[src/common/rilar_pkg.sv]
// Shared constants and types of the remote I/O link auto refresh engine
package rilar_pkg;

  ////////////////////////////////////////////////////////////////////////////////
  // Timing
  localparam int CLK_NS        = 20;
  localparam int WAIT_BASE_NS  = 300000;
  localparam int WAIT_STEP_NS  = 200000;
  // Longest waits, so both round down
  localparam int WAIT_BASE_CYC = WAIT_BASE_NS / CLK_NS;
  localparam int WAIT_STEP_CYC = WAIT_STEP_NS / CLK_NS;

  ////////////////////////////////////////////////////////////////////////////////
  // Limits and widths
  localparam logic [3:0] MAX_MODULES  = 4'h8;
  localparam logic [6:0] MAX_STATIONS = 7'h40;
  localparam logic [5:0] MAX_RETRIES  = 6'h20;
  localparam logic [5:0] DEF_RETRIES  = 6'h05;
  localparam logic [8:0] PTS_LEGACY   = 9'h020;
  localparam logic [8:0] PTS_EXT      = 9'h030;
  localparam int         BUF_AW       = 10;
  localparam int         DEV_AW       = 16;
  localparam int         DW           = 16;
  localparam int         ENTRY_W      = 1 + DEV_AW + DW;

  ////////////////////////////////////////////////////////////////////////////////
  // Master buffer word addresses
  localparam logic [9:0] BW_STATIONS  = 10'h000;
  localparam logic [9:0] BW_RETRIES   = 10'h001;
  localparam logic [9:0] BW_LINE_ERR  = 10'h004;
  localparam logic [9:0] BW_TX_BASE   = 10'h00A;
  localparam logic [9:0] BW_FLT_BASE  = 10'h064;
  localparam logic [9:0] BW_ERR_LEG   = 10'h06B;
  localparam logic [9:0] BW_RX_BASE   = 10'h06E;
  localparam logic [9:0] BW_FLT_EXT   = 10'h0C3;
  localparam logic [9:0] BW_ERR_EXT   = 10'h0C4;

  // Word counts per segment
  localparam logic [5:0] PARAM_WORDS_LEG = 6'h03;
  localparam logic [5:0] PARAM_WORDS_EXT = 6'h02;
  localparam logic [5:0] FLT_WORDS_LEG   = 6'h04;
  localparam logic [5:0] FLT_WORDS_EXT   = 6'h05;
  localparam logic [5:0] FLT_EXT_INDEX   = 6'h04;

  ////////////////////////////////////////////////////////////////////////////////
  // Enumerations
  typedef enum logic [1:0] {
    CPU_STOP  = 2'h0,
    CPU_RUN   = 2'h1,
    CPU_PAUSE = 2'h2,
    CPU_STEP  = 2'h3
  } rilar_cpu_type;

  typedef enum logic [1:0] {
    LE_TEST   = 2'h0,
    LE_OFF    = 2'h1,
    LE_RETAIN = 2'h2
  } rilar_line_err_type;

  typedef enum logic [2:0] {
    SEG_PARAM = 3'h0,
    SEG_RX    = 3'h1,
    SEG_TX    = 3'h2,
    SEG_FLT   = 3'h3,
    SEG_ERR   = 3'h4,
    SEG_END   = 3'h5
  } rilar_seg_type;

  typedef enum logic [2:0] {
    ST_IDLE  = 3'h0,
    ST_LOAD  = 3'h1,
    ST_SETUP = 3'h3,
    ST_COPY  = 3'h2,
    ST_DRAIN = 3'h6,
    ST_NEXT  = 3'h7,
    ST_ROM   = 3'h5
  } rilar_state_type;

  typedef struct packed {
    logic               legacy;
    logic [6:0]         stations;
    logic [5:0]         retries;
    rilar_line_err_type line_err;
    logic [15:0]        rx_head;
    logic [15:0]        tx_head;
    logic               fault_en;
    logic [15:0]        fault_head;
    logic               err_en;
    logic [15:0]        err_head;
    logic [2:0]         rt_mods;
  } rilar_cfg_type;

  localparam rilar_cfg_type CFG_DEFAULT = '{
    legacy: 1'b1, stations: 7'h00, retries: DEF_RETRIES, line_err: LE_RETAIN,
    rx_head: 16'h0000, tx_head: 16'h0000, fault_en: 1'b0, fault_head: 16'h0000,
    err_en: 1'b0, err_head: 16'h0000, rt_mods: 3'h0};

endpackage

[src/design/rilar_engine.sv]
// Auto refresh engine between CPU device memory and link master buffers
// Function
// - Auto refresh covers at most eight master modules; more need explicit buffer access.
// - Engine raises each configured module's link start output by itself.
// - Batch refresh runs after end of scan only in run, pause or step-run.
// - Link start rises only after a full first scan in run, pause or step-run.
// - Module with hardware or ROM error is skipped.
// - Module count 0 to 8; zero disables auto refresh.
// - Legacy mode occupies 32 I/O points, extended mode 48.
// - Station total goes to word 0 in legacy only; extended uses master value.
// - Receive words 110-141 go to device; send area goes to words 10-41.
// - Eight points per station, odd counts rounded up by one station.
// - Retry count 0 to 32, default 5, written to word 1.
// - Link priority makes buffer access wait, bounded by 0.3 ms plus 0.2 ms/station; longer waits only set wait_overrun.
// - CPU priority, the default, lets buffer access preempt the link.
// - Faulty station data select: retain last data or clear, default clear.
// - Fault detection words 100-103, plus 195 in extended mode, copied when configured.
// - Error code word 107, or 196 onward in extended mode, copied when configured.
// - Line error send method written to word 4, default retain.
// - While CPU stopped the link stops or continues as configured, default stop.
// - Receive padding refreshed but forced off; spare send points written only.
// - Separate refresh modules and terminal units stay outside auto refresh.
`timescale 1ns/10ps
module rilar_engine
  import rilar_pkg::*;
#(
  parameter int WAIT_BASE = WAIT_BASE_CYC,
  parameter int WAIT_STEP = WAIT_STEP_CYC
) (
  input  wire logic          clock,
  input  wire logic          rst,
  input  rilar_cpu_type      cpu_state,
  input  wire logic          end_of_scan,
  input  wire logic [3:0]    module_count,
  input  wire logic          cfg_stop_continue,
  input  wire logic          cfg_link_priority,
  input  wire logic          cfg_retain_faulty,
  input  wire logic [6:0]    cfg_sep_stations,
  input  wire logic          cfg_wr,
  input  wire logic [2:0]    cfg_idx,
  input  wire logic          cfg_legacy,
  input  wire logic [6:0]    cfg_stations,
  input  wire logic [5:0]    cfg_retries,
  input  rilar_line_err_type cfg_line_err,
  input  wire logic [15:0]   cfg_rx_head,
  input  wire logic [15:0]   cfg_tx_head,
  input  wire logic          cfg_fault_en,
  input  wire logic [15:0]   cfg_fault_head,
  input  wire logic          cfg_err_en,
  input  wire logic [15:0]   cfg_err_head,
  input  wire logic [2:0]    cfg_rt_mods,
  input  wire logic [7:0]    hw_error,
  input  wire logic [7:0]    rom_error,
  output logic [7:0]         link_start,
  output logic [7:0]         access_priority_select,
  output logic [7:0]         faulty_station_clear_select,
  output logic [8:0]         io_points_total,
  output logic               busy,
  output logic               wait_overrun,
  output logic               buf_req,
  output logic               buf_we,
  output logic [2:0]         buf_mod,
  output logic [9:0]         buf_addr,
  output logic [15:0]        buf_wdata,
  input  wire logic          buf_ack,
  input  wire logic [15:0]   buf_rdata,
  output logic               dev_req,
  output logic               dev_we,
  output logic [15:0]        dev_addr,
  output logic [15:0]        dev_wdata,
  input  wire logic          dev_ack,
  input  wire logic [15:0]   dev_rdata
);
  typedef struct packed {
    rilar_state_type st;
    rilar_seg_type   seg;
    logic [2:0]      mod;
    logic [5:0]      idx;
    logic [5:0]      cnt;
    logic [6:0]      stations;
    logic            started;
    logic [7:0]      legacy;
    logic [7:0]      start;
    logic [7:0]      prio;
    logic [7:0]      retain;
    logic [8:0]      points;
    logic [19:0]     wait_cnt;
    logic            overrun;
  } rilar_eng_type;

  rilar_eng_type s_r;
  rilar_eng_type s_nxt;
  rilar_cfg_type cfg_in;
  rilar_cfg_type cfg;
  logic [3:0]    count_eff;
  logic          running;
  logic [7:0]    mod_err;
  logic [5:0]    words;
  logic [5:0]    seg_cnt;
  logic [5:0]    pidx;
  logic [9:0]    param_addr;
  logic [15:0]   param_data;
  logic [9:0]    rd_buf_addr;
  logic [15:0]   dev_dst;
  logic [15:0]   tx_src;
  logic [9:0]    tx_dst;
  logic [15:0]   rx_word;
  logic [19:0]   wait_limit;
  logic          push;
  logic [ENTRY_W-1:0] push_data;
  logic          in_ready;
  logic          out_valid;
  logic          out_ready;
  logic [ENTRY_W-1:0] out_data;
  logic          rd_buf;
  logic          rd_dev;
  logic          drain_buf;
  logic          drain_dev;

  ////////////////////////////////////////////////////////////////////////////////
  // Configuration store and word buffer
  assign cfg_in = '{legacy: cfg_legacy, stations: cfg_stations, retries: cfg_retries,
                    line_err: cfg_line_err, rx_head: cfg_rx_head, tx_head: cfg_tx_head,
                    fault_en: cfg_fault_en, fault_head: cfg_fault_head, err_en: cfg_err_en,
                    err_head: cfg_err_head, rt_mods: cfg_rt_mods};

  rilar_cfg_mem u_cfg (
    .clock   (clock),
    .rst     (rst),
    .wr_en   (cfg_wr),
    .wr_idx  (cfg_idx),
    .wr_data (cfg_in),
    .rd_idx  (s_nxt.mod),
    .rd_data (cfg)
  );

  // A stalled sink blocks further reads through in_ready, so no word is lost
  rilar_buf2 #(.W(ENTRY_W)) u_buf (
    .clock     (clock),
    .rst       (rst),
    .in_valid  (push),
    .in_ready  (in_ready),
    .in_data   (push_data),
    .out_valid (out_valid),
    .out_ready (out_ready),
    .out_data  (out_data)
  );

  ////////////////////////////////////////////////////////////////////////////////
  // Address and data helpers
  assign count_eff = (module_count > MAX_MODULES) ? MAX_MODULES : module_count;
  assign running   = (cpu_state != CPU_STOP);
  assign mod_err   = hw_error | rom_error;
  // Odd station totals take one extra station
  assign words     = 6'((({1'b0, s_r.stations}) + 8'h01) >> 1);
  assign pidx      = cfg.legacy ? s_r.idx : s_r.idx + 6'h01;
  assign param_addr = (pidx == 6'h00) ? BW_STATIONS :
                      (pidx == 6'h01) ? BW_RETRIES : BW_LINE_ERR;
  assign param_data = (pidx == 6'h00) ? {9'h000, s_r.stations} :
                      (pidx == 6'h01) ? {10'h000, (cfg.retries > MAX_RETRIES) ?
                                         MAX_RETRIES : cfg.retries} :
                      {14'h0000, cfg.line_err};
  assign tx_src  = {4'h0, cfg.tx_head[15:4]} + {10'h000, s_r.idx};
  assign tx_dst  = BW_TX_BASE + {4'h0, s_r.idx};
  assign rx_word = (s_r.seg == SEG_RX && s_r.stations[0] && s_r.idx == s_r.cnt - 6'h01) ?
                   {8'h00, buf_rdata[7:0]} : buf_rdata;

  always_comb begin
    seg_cnt     = 6'h00;
    rd_buf_addr = BW_STATIONS;
    dev_dst     = 16'h0000;
    case (s_r.seg)
      SEG_PARAM: begin
        seg_cnt = cfg.legacy ? PARAM_WORDS_LEG : PARAM_WORDS_EXT;
      end
      SEG_RX: begin
        seg_cnt     = words;
        rd_buf_addr = BW_RX_BASE + {4'h0, s_r.idx};
        dev_dst     = {4'h0, cfg.rx_head[15:4]} + {10'h000, s_r.idx};
      end
      SEG_TX: begin
        seg_cnt = words;
      end
      SEG_FLT: begin
        seg_cnt = !cfg.fault_en ? 6'h00 : cfg.legacy ? FLT_WORDS_LEG : FLT_WORDS_EXT;
        rd_buf_addr = (s_r.idx == FLT_EXT_INDEX) ? BW_FLT_EXT : BW_FLT_BASE + {4'h0, s_r.idx};
        dev_dst     = cfg.fault_head + {10'h000, s_r.idx};
      end
      SEG_ERR: begin
        seg_cnt = !cfg.err_en ? 6'h00 : cfg.legacy ? 6'h01 : {3'h0, cfg.rt_mods} + 6'h01;
        rd_buf_addr = cfg.legacy ? BW_ERR_LEG : BW_ERR_EXT + {4'h0, s_r.idx};
        dev_dst     = cfg.err_head + {10'h000, s_r.idx};
      end
      default: begin
        seg_cnt = 6'h00;
      end
    endcase
  end

  ////////////////////////////////////////////////////////////////////////////////
  // Sequencer
  always_comb begin
    s_nxt     = s_r;
    push      = 1'b0;
    push_data = '0;
    rd_buf    = 1'b0;
    rd_dev    = 1'b0;
    case (s_r.st)
      ST_IDLE: begin
        if (end_of_scan && running) begin
          if (count_eff == 4'h0) begin
            s_nxt.started = 1'b1;
          end else begin
            s_nxt.st      = ST_LOAD;
            s_nxt.mod     = 3'h0;
            s_nxt.overrun = 1'b0;
          end
        end
      end
      ST_LOAD: begin
        s_nxt.seg      = s_r.started ? SEG_RX : SEG_PARAM;
        s_nxt.stations = (cfg.stations > MAX_STATIONS) ? MAX_STATIONS : cfg.stations;
        if (mod_err[s_r.mod]) begin
          s_nxt.st = ST_NEXT;
        end else if (!cfg.legacy) begin
          s_nxt.st = ST_ROM;
        end else begin
          s_nxt.st = ST_SETUP;
        end
      end
      ST_ROM: begin
        rd_buf = 1'b1;
        if (buf_ack) begin
          s_nxt.stations = (buf_rdata > {9'h000, MAX_STATIONS}) ? MAX_STATIONS : buf_rdata[6:0];
          s_nxt.st = ST_SETUP;
        end
      end
      ST_SETUP: begin
        s_nxt.idx = 6'h00;
        s_nxt.cnt = seg_cnt;
        if (s_r.seg == SEG_END) begin
          s_nxt.st = ST_NEXT;
        end else if (seg_cnt == 6'h00) begin
          s_nxt.seg = rilar_seg_type'(s_r.seg + 3'h1);
        end else begin
          s_nxt.st = ST_COPY;
        end
      end
      ST_COPY: begin
        if (s_r.idx == s_r.cnt) begin
          s_nxt.st = ST_DRAIN;
        end else if (in_ready) begin
          if (s_r.seg == SEG_PARAM) begin
            push      = 1'b1;
            push_data = {1'b1, 6'h00, param_addr, param_data};
            s_nxt.idx = s_r.idx + 6'h01;
          end else if (s_r.seg == SEG_TX) begin
            rd_dev = 1'b1;
            if (dev_ack) begin
              push      = 1'b1;
              push_data = {1'b1, 6'h00, tx_dst, dev_rdata};
              s_nxt.idx = s_r.idx + 6'h01;
            end
          end else begin
            rd_buf = 1'b1;
            if (buf_ack) begin
              push      = 1'b1;
              push_data = {1'b0, dev_dst, rx_word};
              s_nxt.idx = s_r.idx + 6'h01;
            end
          end
        end
      end
      ST_DRAIN: begin
        // Direction flips between segments, so the buffer must be empty first
        if (!out_valid) begin
          s_nxt.st  = ST_SETUP;
          s_nxt.seg = rilar_seg_type'(s_r.seg + 3'h1);
        end
      end
      ST_NEXT: begin
        if ({1'b0, s_r.mod} + 4'h1 >= count_eff) begin
          s_nxt.st      = ST_IDLE;
          s_nxt.started = running;
        end else begin
          s_nxt.mod = s_r.mod + 3'h1;
          s_nxt.st  = ST_LOAD;
        end
      end
      default: begin
        s_nxt.st = ST_IDLE;
      end
    endcase

    if (!running && !cfg_stop_continue) begin
      s_nxt.started = 1'b0;
    end
    if (cfg_wr) begin
      s_nxt.legacy[cfg_idx] = cfg_legacy;
    end
    s_nxt.points = 9'h000;
    for (int i = 0; i < 8; i++) begin
      s_nxt.start[i] = s_nxt.started && (4'(i) < count_eff);
      if (4'(i) < count_eff) begin
        s_nxt.points = s_nxt.points + (s_r.legacy[i] ? PTS_LEGACY : PTS_EXT);
      end
    end
    s_nxt.prio   = {8{cfg_link_priority}};
    s_nxt.retain = {8{cfg_retain_faulty}};
    if (buf_req && !buf_ack && s_r.prio[s_r.mod]) begin
      s_nxt.wait_cnt = (s_r.wait_cnt == 20'hFFFFF) ? s_r.wait_cnt : s_r.wait_cnt + 20'h00001;
    end else begin
      s_nxt.wait_cnt = 20'h00000;
    end
    if (s_r.wait_cnt >= wait_limit) begin
      s_nxt.overrun = 1'b1;
    end
  end

  assign wait_limit = 20'(WAIT_BASE) + 20'(WAIT_STEP) * {13'h0000, cfg_sep_stations};

  always_ff @(posedge clock or posedge rst) begin
    if (rst) begin
      s_r <= '{st: ST_IDLE, seg: SEG_PARAM, legacy: 8'hFF, default: '0};
    end else begin
      s_r <= s_nxt;
    end
  end

  ////////////////////////////////////////////////////////////////////////////////
  // Port muxing; reads and drain writes never meet on one port
  assign drain_buf = out_valid && out_data[ENTRY_W-1] && !rd_buf;
  assign drain_dev = out_valid && !out_data[ENTRY_W-1] && !rd_dev;
  assign out_ready = (drain_buf && buf_ack) || (drain_dev && dev_ack);

  assign buf_req   = rd_buf || drain_buf;
  assign buf_we    = drain_buf;
  assign buf_mod   = s_r.mod;
  assign buf_addr  = drain_buf ? out_data[DW+BUF_AW-1:DW] : (s_r.st == ST_ROM) ?
                     BW_STATIONS : rd_buf_addr;
  assign buf_wdata = out_data[DW-1:0];
  assign dev_req   = rd_dev || drain_dev;
  assign dev_we    = drain_dev;
  assign dev_addr  = drain_dev ? out_data[DW+DEV_AW-1:DW] : tx_src;
  assign dev_wdata = out_data[DW-1:0];

  assign link_start                  = s_r.start;
  assign access_priority_select      = s_r.prio;
  assign faulty_station_clear_select = s_r.retain;
  assign io_points_total             = s_r.points;
  assign busy                        = (s_r.st != ST_IDLE);
  assign wait_overrun                = s_r.overrun;
endmodule

[src/design/rilar_buf2.sv]
// Two-entry valid/ready buffer between word source and word sink
`timescale 1ns/10ps
module rilar_buf2 #(
  parameter int W = 8
) (
  input  wire logic         clock,
  input  wire logic         rst,
  input  wire logic         in_valid,
  output logic              in_ready,
  input  wire logic [W-1:0] in_data,
  output logic              out_valid,
  input  wire logic         out_ready,
  output logic [W-1:0]      out_data
);
  typedef struct packed {
    logic [1:0]   n;
    logic [W-1:0] e0;
    logic [W-1:0] e1;
  } rilar_buf_type;

  rilar_buf_type s_r;
  rilar_buf_type s_nxt;
  logic          push;
  logic          pop;

  assign in_ready  = (s_r.n != 2'h2);
  assign out_valid = (s_r.n != 2'h0);
  assign out_data  = s_r.e0;
  assign push      = in_valid && in_ready;
  assign pop       = out_valid && out_ready;

  always_comb begin
    s_nxt = s_r;
    if (pop) begin
      s_nxt.e0 = s_r.e1;
    end
    if (push) begin
      if (s_r.n == 2'h0 || (s_r.n == 2'h1 && pop)) begin
        s_nxt.e0 = in_data;
      end else begin
        s_nxt.e1 = in_data;
      end
    end
    s_nxt.n = s_r.n + {1'b0, push} - {1'b0, pop};
  end

  always_ff @(posedge clock or posedge rst) begin
    if (rst) begin
      s_r <= '0;
    end else begin
      s_r <= s_nxt;
    end
  end
endmodule

[src/design/rilar_cfg_mem.sv]
// Per-module link configuration store with registered read
`timescale 1ns/10ps
module rilar_cfg_mem
  import rilar_pkg::*;
(
  input  wire logic          clock,
  input  wire logic          rst,
  input  wire logic          wr_en,
  input  wire logic [2:0]    wr_idx,
  input  rilar_cfg_type      wr_data,
  input  wire logic [2:0]    rd_idx,
  output rilar_cfg_type      rd_data
);
  typedef struct packed {
    rilar_cfg_type [7:0] ent;
    rilar_cfg_type       rd;
  } rilar_mem_type;

  rilar_mem_type s_r;
  rilar_mem_type s_nxt;

  assign rd_data = s_r.rd;

  always_comb begin
    s_nxt = s_r;
    if (wr_en) begin
      s_nxt.ent[wr_idx] = wr_data;
    end
    s_nxt.rd = s_r.ent[rd_idx];
  end

  always_ff @(posedge clock or posedge rst) begin
    if (rst) begin
      s_r <= {9{CFG_DEFAULT}};
    end else begin
      s_r <= s_nxt;
    end
  end
endmodule

[config.mk]
export PLATFORM = sky130hd
export DESIGN_NAME = rilar_engine
export DESIGN_NICKNAME = d
export VERILOG_FILES = /design/src/common/rilar_pkg.sv /design/src/design/rilar_engine.sv /design/src/design/rilar_buf2.sv /design/src/design/rilar_cfg_mem.sv
export SDC_FILE = /design/constraint.sdc
export NUM_CORES = 2
export LEC_CHECK = 0
export BUFFER_PORTS_ARGS = -buffer_cell sky130_fd_sc_hd__buf_4
export CAP_MARGIN = 5
export CORE_ASPECT_RATIO = 1.4
export CORE_MARGIN = 4
export CORE_UTILIZATION = 53
export DETAILED_ROUTE_END_ITERATION = 12
export PLACE_DENSITY = 0.71
export SETUP_SLACK_MARGIN = 0.15
export SLEW_MARGIN = 25
export SYNTH_ARGS = -nofsm -noshare
export SYNTH_HDL_FRONTEND = slang
export SYNTH_HIERARCHICAL = 1
export SYNTH_SLANG_ARGS = --single-unit
export TNS_END_PERCENT = 10
[constraint.sdc]
create_clock -name clock -period 28.1 [get_ports clock]
set_input_delay 4.215 -clock clock [delete_from_list [all_inputs] [get_ports clock]]
set_output_delay 4.215 -clock clock [all_outputs]
set_load 0.02 [all_outputs]
# Yosys cells after proc, flatten, opt, wreduce, memory -nomap -nowiden
# Cells that the tools add are included.
[op_classes]
add_sub_neg = 26
multipliers = 1
magnitude_cmp = 18
eq_ne = 32
mux = 118
n_bitwise = 2
reduce_logical = 55
[ops]
columns = ["op", "count"]
rows = [
  ["bitwise mux 680 bit", 1],
  ["two-way mux 33 bit", 9],
  ["binary-select mux 85 bit (select 3 bit)", 1],
  ["demux 85 bit (select 3 bit)", 1],
  ["two-way mux 85 bit", 2],
  ["two-way mux 9 bit", 8],
  ["two-way mux 6 bit", 11],
  ["two-way mux 66 bit", 1],
  ["adder 9 x 6 -> 9 bit", 7],
  ["two-way mux 3 bit", 16],
  ["case mux 16 bit (3 select lines)", 1],
  ["two-way mux 20 bit", 2],
  ["two-way mux 5 bit", 8],
  ["adder 16 x 6 -> 16 bit", 2],
  ["two-way mux 16 bit", 2],
  ["two-way mux 32 bit", 1],
  ["two-way mux 1 bit", 31],
  ["two-way mux 7 bit", 4],
  ["case mux 9 bit (3 select lines)", 1],
  ["adder 12 x 6 -> 13 bit", 2],
  ["logical AND 1 bit", 24],
  ["case mux 6 bit (4 select lines)", 1],
  ["case mux 3 bit (7 select lines)", 1],
  ["adder 14 x 20 -> 20 bit (first input constant)", 1],
  ["62 further kinds", 114],
]
[totals]
reg_bits = 910
word_cells = 368

# Logic depth before layout (Yosys ltp)
[depth]
word_depth = 18
mapped_depth = 28

# Cells and area by module
# The synthesis kept the hierarchy.
[modules_own_cells]
columns = ["mod", "instances", "cells_per_inst", "area_each_um2"]
rows = [
  ["rilar_cfg_mem", 1, 1914, 33081.7],
  ["rilar_engine", 1, 1259, 9599.2],
  ["rilar_buf2", 1, 225, 3249.4],
]

# Least setup slack after synthesis
# OpenSTA, ideal clock, no wires.
[synth_timing]
path_type = "input port to flip-flop"
start = "input port module_count[0]"
end = "register s_r (netlist bit io_points_total[8])"
setup_time_ns = 0.125
arrival_ns = 9.234
required_time_ns = 27.975
setup_slack_ns = 18.741
path_stages = 26
path_cell_list = "nor4_1 > nor2_1 > ha_1 > mux2_4 > ha_1 > mux2_2 > ha_1 > inv_1 > ha_1 > nor2_1 > a21oi_1 > ha_1 > o21ai_0 > o21ai_0 > ha_1 > and2_1 > o21ai_0 > o211ai_1 > ha_1 > mux2_2 > ha_1 > nor2_1 > a21oi_1 > o21ai_0 > mux2i_1 > xnor2_1"
[synth_rtl]
columns = ["element", "line", "text"]
rows = [
  ["start, declared", "rilar_engine.sv:34", "input wire logic [3:0] module_count,"],
  ["end signal, assigned", "rilar_engine.sv:326", "s_r <= s_nxt;"],
  ["end, declared", "rilar_engine.sv:91", "rilar_eng_type s_r;"],
]

==> summary.md <==
| Metric | Value |
|---|---|
| Status | complete, no violations |
| Fin. max-slew vios | 0 |
| Worst clock skew | between 0.03 and 0.04 ns |
| Number of I/O port buffers | ~250 |
| Detailed router's first-iteration violation count | roughly 1800 |
| Number of endpoints with negative hold slack in the final report | 0 |
| Final core area utilization | 0.5880 |
| Synth Warn # | 6 |
| CTS Root Buffer Type | clkbuf_16 |
| Clock latency reported for the late side of the worst-skew pair | 0.66 ns |
| Number of antenna violations at the first check in global routing | 13 |
| CTS tree | yes |
| Maximum number of pins on one net before global-route repair | slightly below 200 |
| Slowest stage cell on the critical path | dfrtp_1 |
| Die extent in y | 344.6 um |
| Total setup buffers inserted after CTS | 0 |
| Number of clock buffers inserted by TritonCTS | 84 |
| Total negative setup slack | 0 ns |
| Number of nets in the layout | around 3500 |
| Maximum resistive drop on vdd | 0.06543 mV |
| Cell area after technology mapping | 42900 um2 |
| Register Area | roughly 21000 um2 |
| Wire length of the first global-routing pass | ~160 mm |
| Placed wire-length estimate | between 60 and 70 mm |
| GRT Total Usage | 0.2417 |
| Die width | 248.4 um |
| Area growth from synthesis to final layout | 10.11% |
| Cell count after synthesis | 3230 |
| Slew of the pin with the lowest slew margin | about 1.1 ns |
| Final Critical Period | 9.117 ns |
| Critical setup path kind | flip-flop to output pin |
| Final setup margin | 18.98 ns |
| Effective utilization at floorplan | 0.5340 |
| Startpoint of the worst register-to-register path | buf_mod[0] |
| Sink count of the clock tree | between 800 and 900 |
| Hold endpoint | u_cfg/s_r[400] |
| Minimum hold slack | 0.5002 ns |
| Slowest stage delay, CP | 0.85 ns |
| Area of the die | 85620 um2 |
| Remaining design rule violation count | 0 |
| Max capacitance violation total | 0 |
| Area of combinational cells with multiple inputs | a little under 20000 um2 |
| WL/cell | around 24 um |
| Maximum clock frequency | approximately 110 MHz |
| Depth of the CTS H-tree | 3 |
| Source of the worst hold timing path | u_cfg/s_r[400] |
| Data arrival time of the critical path | around 4.9 ns |
| Number of setup violations in the final report | 0 |
| R2R depth | 13 |
| Min-delay worst type | flip-flop to flip-flop |
| Hold Crit Depth | 1 |
| Total chip power | between 4 and 5 mW |
| Cells along the critical path | xor2_1 > nor4_1 > nand4_1 > nand3_1 > or3_1 > nand3b_1 > inv_1 > o31ai_1 > buf_4 |
| Setup slack of the most critical reg-to-reg path | about 23 ns |
| Via count | between 20000 and 30000 |
| Place WS | between 15 and 20 ns |
| Core Rows | about 120 |
| Number of vias per cell after detailed routing | 5.966 |
| Hold-fix buffers at CTS | 0 |
| Final clock period utilization by the worst path | 0.3244 |
| Number of nets with antenna violations after detailed routing | 0 |
| RSZ-0062 raised after global routing | no |
| Maximum fanout encountered on the critical timing path | 20 |
| Number of filler instances in the final layout | around 6300 |
| R2r endpoint | u_cfg/rd_data[32] |
| Leakage power figure | 20.53 nW |
| Worst EP required | around 24 ns |
| Clock-pin slew reported for the worst setup and hold paths after clock tree synthesis | around 0.060 ns |
| Number of global-route vias before repair | 28683 |
| Power density of the placed cells | 100.3 nW/um2 |
| Share of cells above drive strength 1 | 0.4345 |
| Largest buffer count on any clock path | 3 |
| Number of top-level design ports | roughly 260 |
| Post-Syn Area per Cell | 13.28 um2 |
| Weighted congestion at the end of routability-driven global placement | ~0.9 |
| GR Overflow Total | 0 |
| Post-cts gate resize count | 0 |
| Worst slew margin relative to its limit | 0.2859 |
| Total Routed Length | slightly above 100 mm |
| Standard cell core area | 80330 um2 |
| Endpoint type of the worst setup path | output pin |
| Startpoint kind of the worst setup timing path | flip-flop |
| Number of search-and-repair iterations in the first detailed-routing pass | 5 |
[flip-flops by register name (all words and copies together) (netlist names)]
signal	cells
access_priority_select	1
buf_mod	3
faulty_station_clear_select	1
io_points_total	5
link_start	8
s_r	54
u_buf/out_data	33
u_buf/s_r	35
u_cfg/rd_data	77
u_cfg/s_r	616
wait_overrun	1
[stage by stage]
step | instance area, um2 | instances
2_1_floorplan | 42910 | 3233
3_3_place_gp | 44280 | 4239
3_5_place_dp | 44280 | 4239
4_1_cts | 47120 | 4394
5_1_grt | 47230 | 4400
6_report | 47240 | 4403
[worst max-delay path by stage]
stage | from | to | slack, ns | depth (start not counted)
after detailed placement | module_count[0] | io_points_total[8] | 18.38 | 25
final | s_r[79] | dev_addr[4] | 18.98 | 9
after global placement | module_count[0] | io_points_total[8] | 18.46 | 25
after floorplan | rst | u_cfg/rd_data[0] | 4.51 | 1
after global routing | module_count[0] | io_points_total[8] | 18.66 | 25
after CTS | s_r[79] | dev_addr[4] | 19.05 | 9
[report_power, final]
group          internal, mW  switching (mW)  leakage, nW
Clock                 0.660           0.486         1.39
Sequential             1.52           0.205         10.2
Combinational         0.916           0.945         8.98
[layout make-up]
| type | instances | share of cell area |
|---|---|---|
| Antenna cell | 6 | 0.0003179 |
| Clock buffer | 121 | 0.05107 |
| Clock inverter | 34 | 0.009006 |
| Inverter | 79 | 0.006463 |
| Multi-Input combinational cell | 1983 | 0.4147 |
| Sequential cell | 834 | 0.4430 |
| Tap cell | 1062 | 0.02813 |
| Timing Repair Buffer | 284 | 0.04734 |
[metal layers]
layer  routed length [um]  vias up  share of wire  track usage
met3                 5688      201          0.055      0.04626
met1                41340    13726           0.40       0.2983
met4                 3491        8          0.034      0.09014
met5                   47        -        0.00045            0
met2                53010      736           0.51       0.4262
li1                     -    11599              -            -
[critical path: cells and delay by family (launching register included)]
family / cells / cell delay, ns
xor+xnor: 1 / 0.33
simple gates: 5 / 1.65
compound gates: 1 / 0.64
buf+inv: 2 / 0.77
flops: 1 / 0.85
[cells in the final DEF (no fill, tap or decap), types with 20 or more instances in the layout]
master,n
a21o_1,20
xnor2_1,50
dfrtp_1,790
mux2_2,798
nor3_1,31
buf_4,274
clkbuf_16,85
clkbuf_1,21
a22oi_1,24
xor2_1,52
o21ai_0,79
nor2_1,127
a21oi_1,84
inv_1,74
nand3_1,37
dfstp_2,44
mux4_2,155
mux2i_1,21
nand2_1,152
ha_1,111
Note: power is estimated with default switching activity, not from simulation.
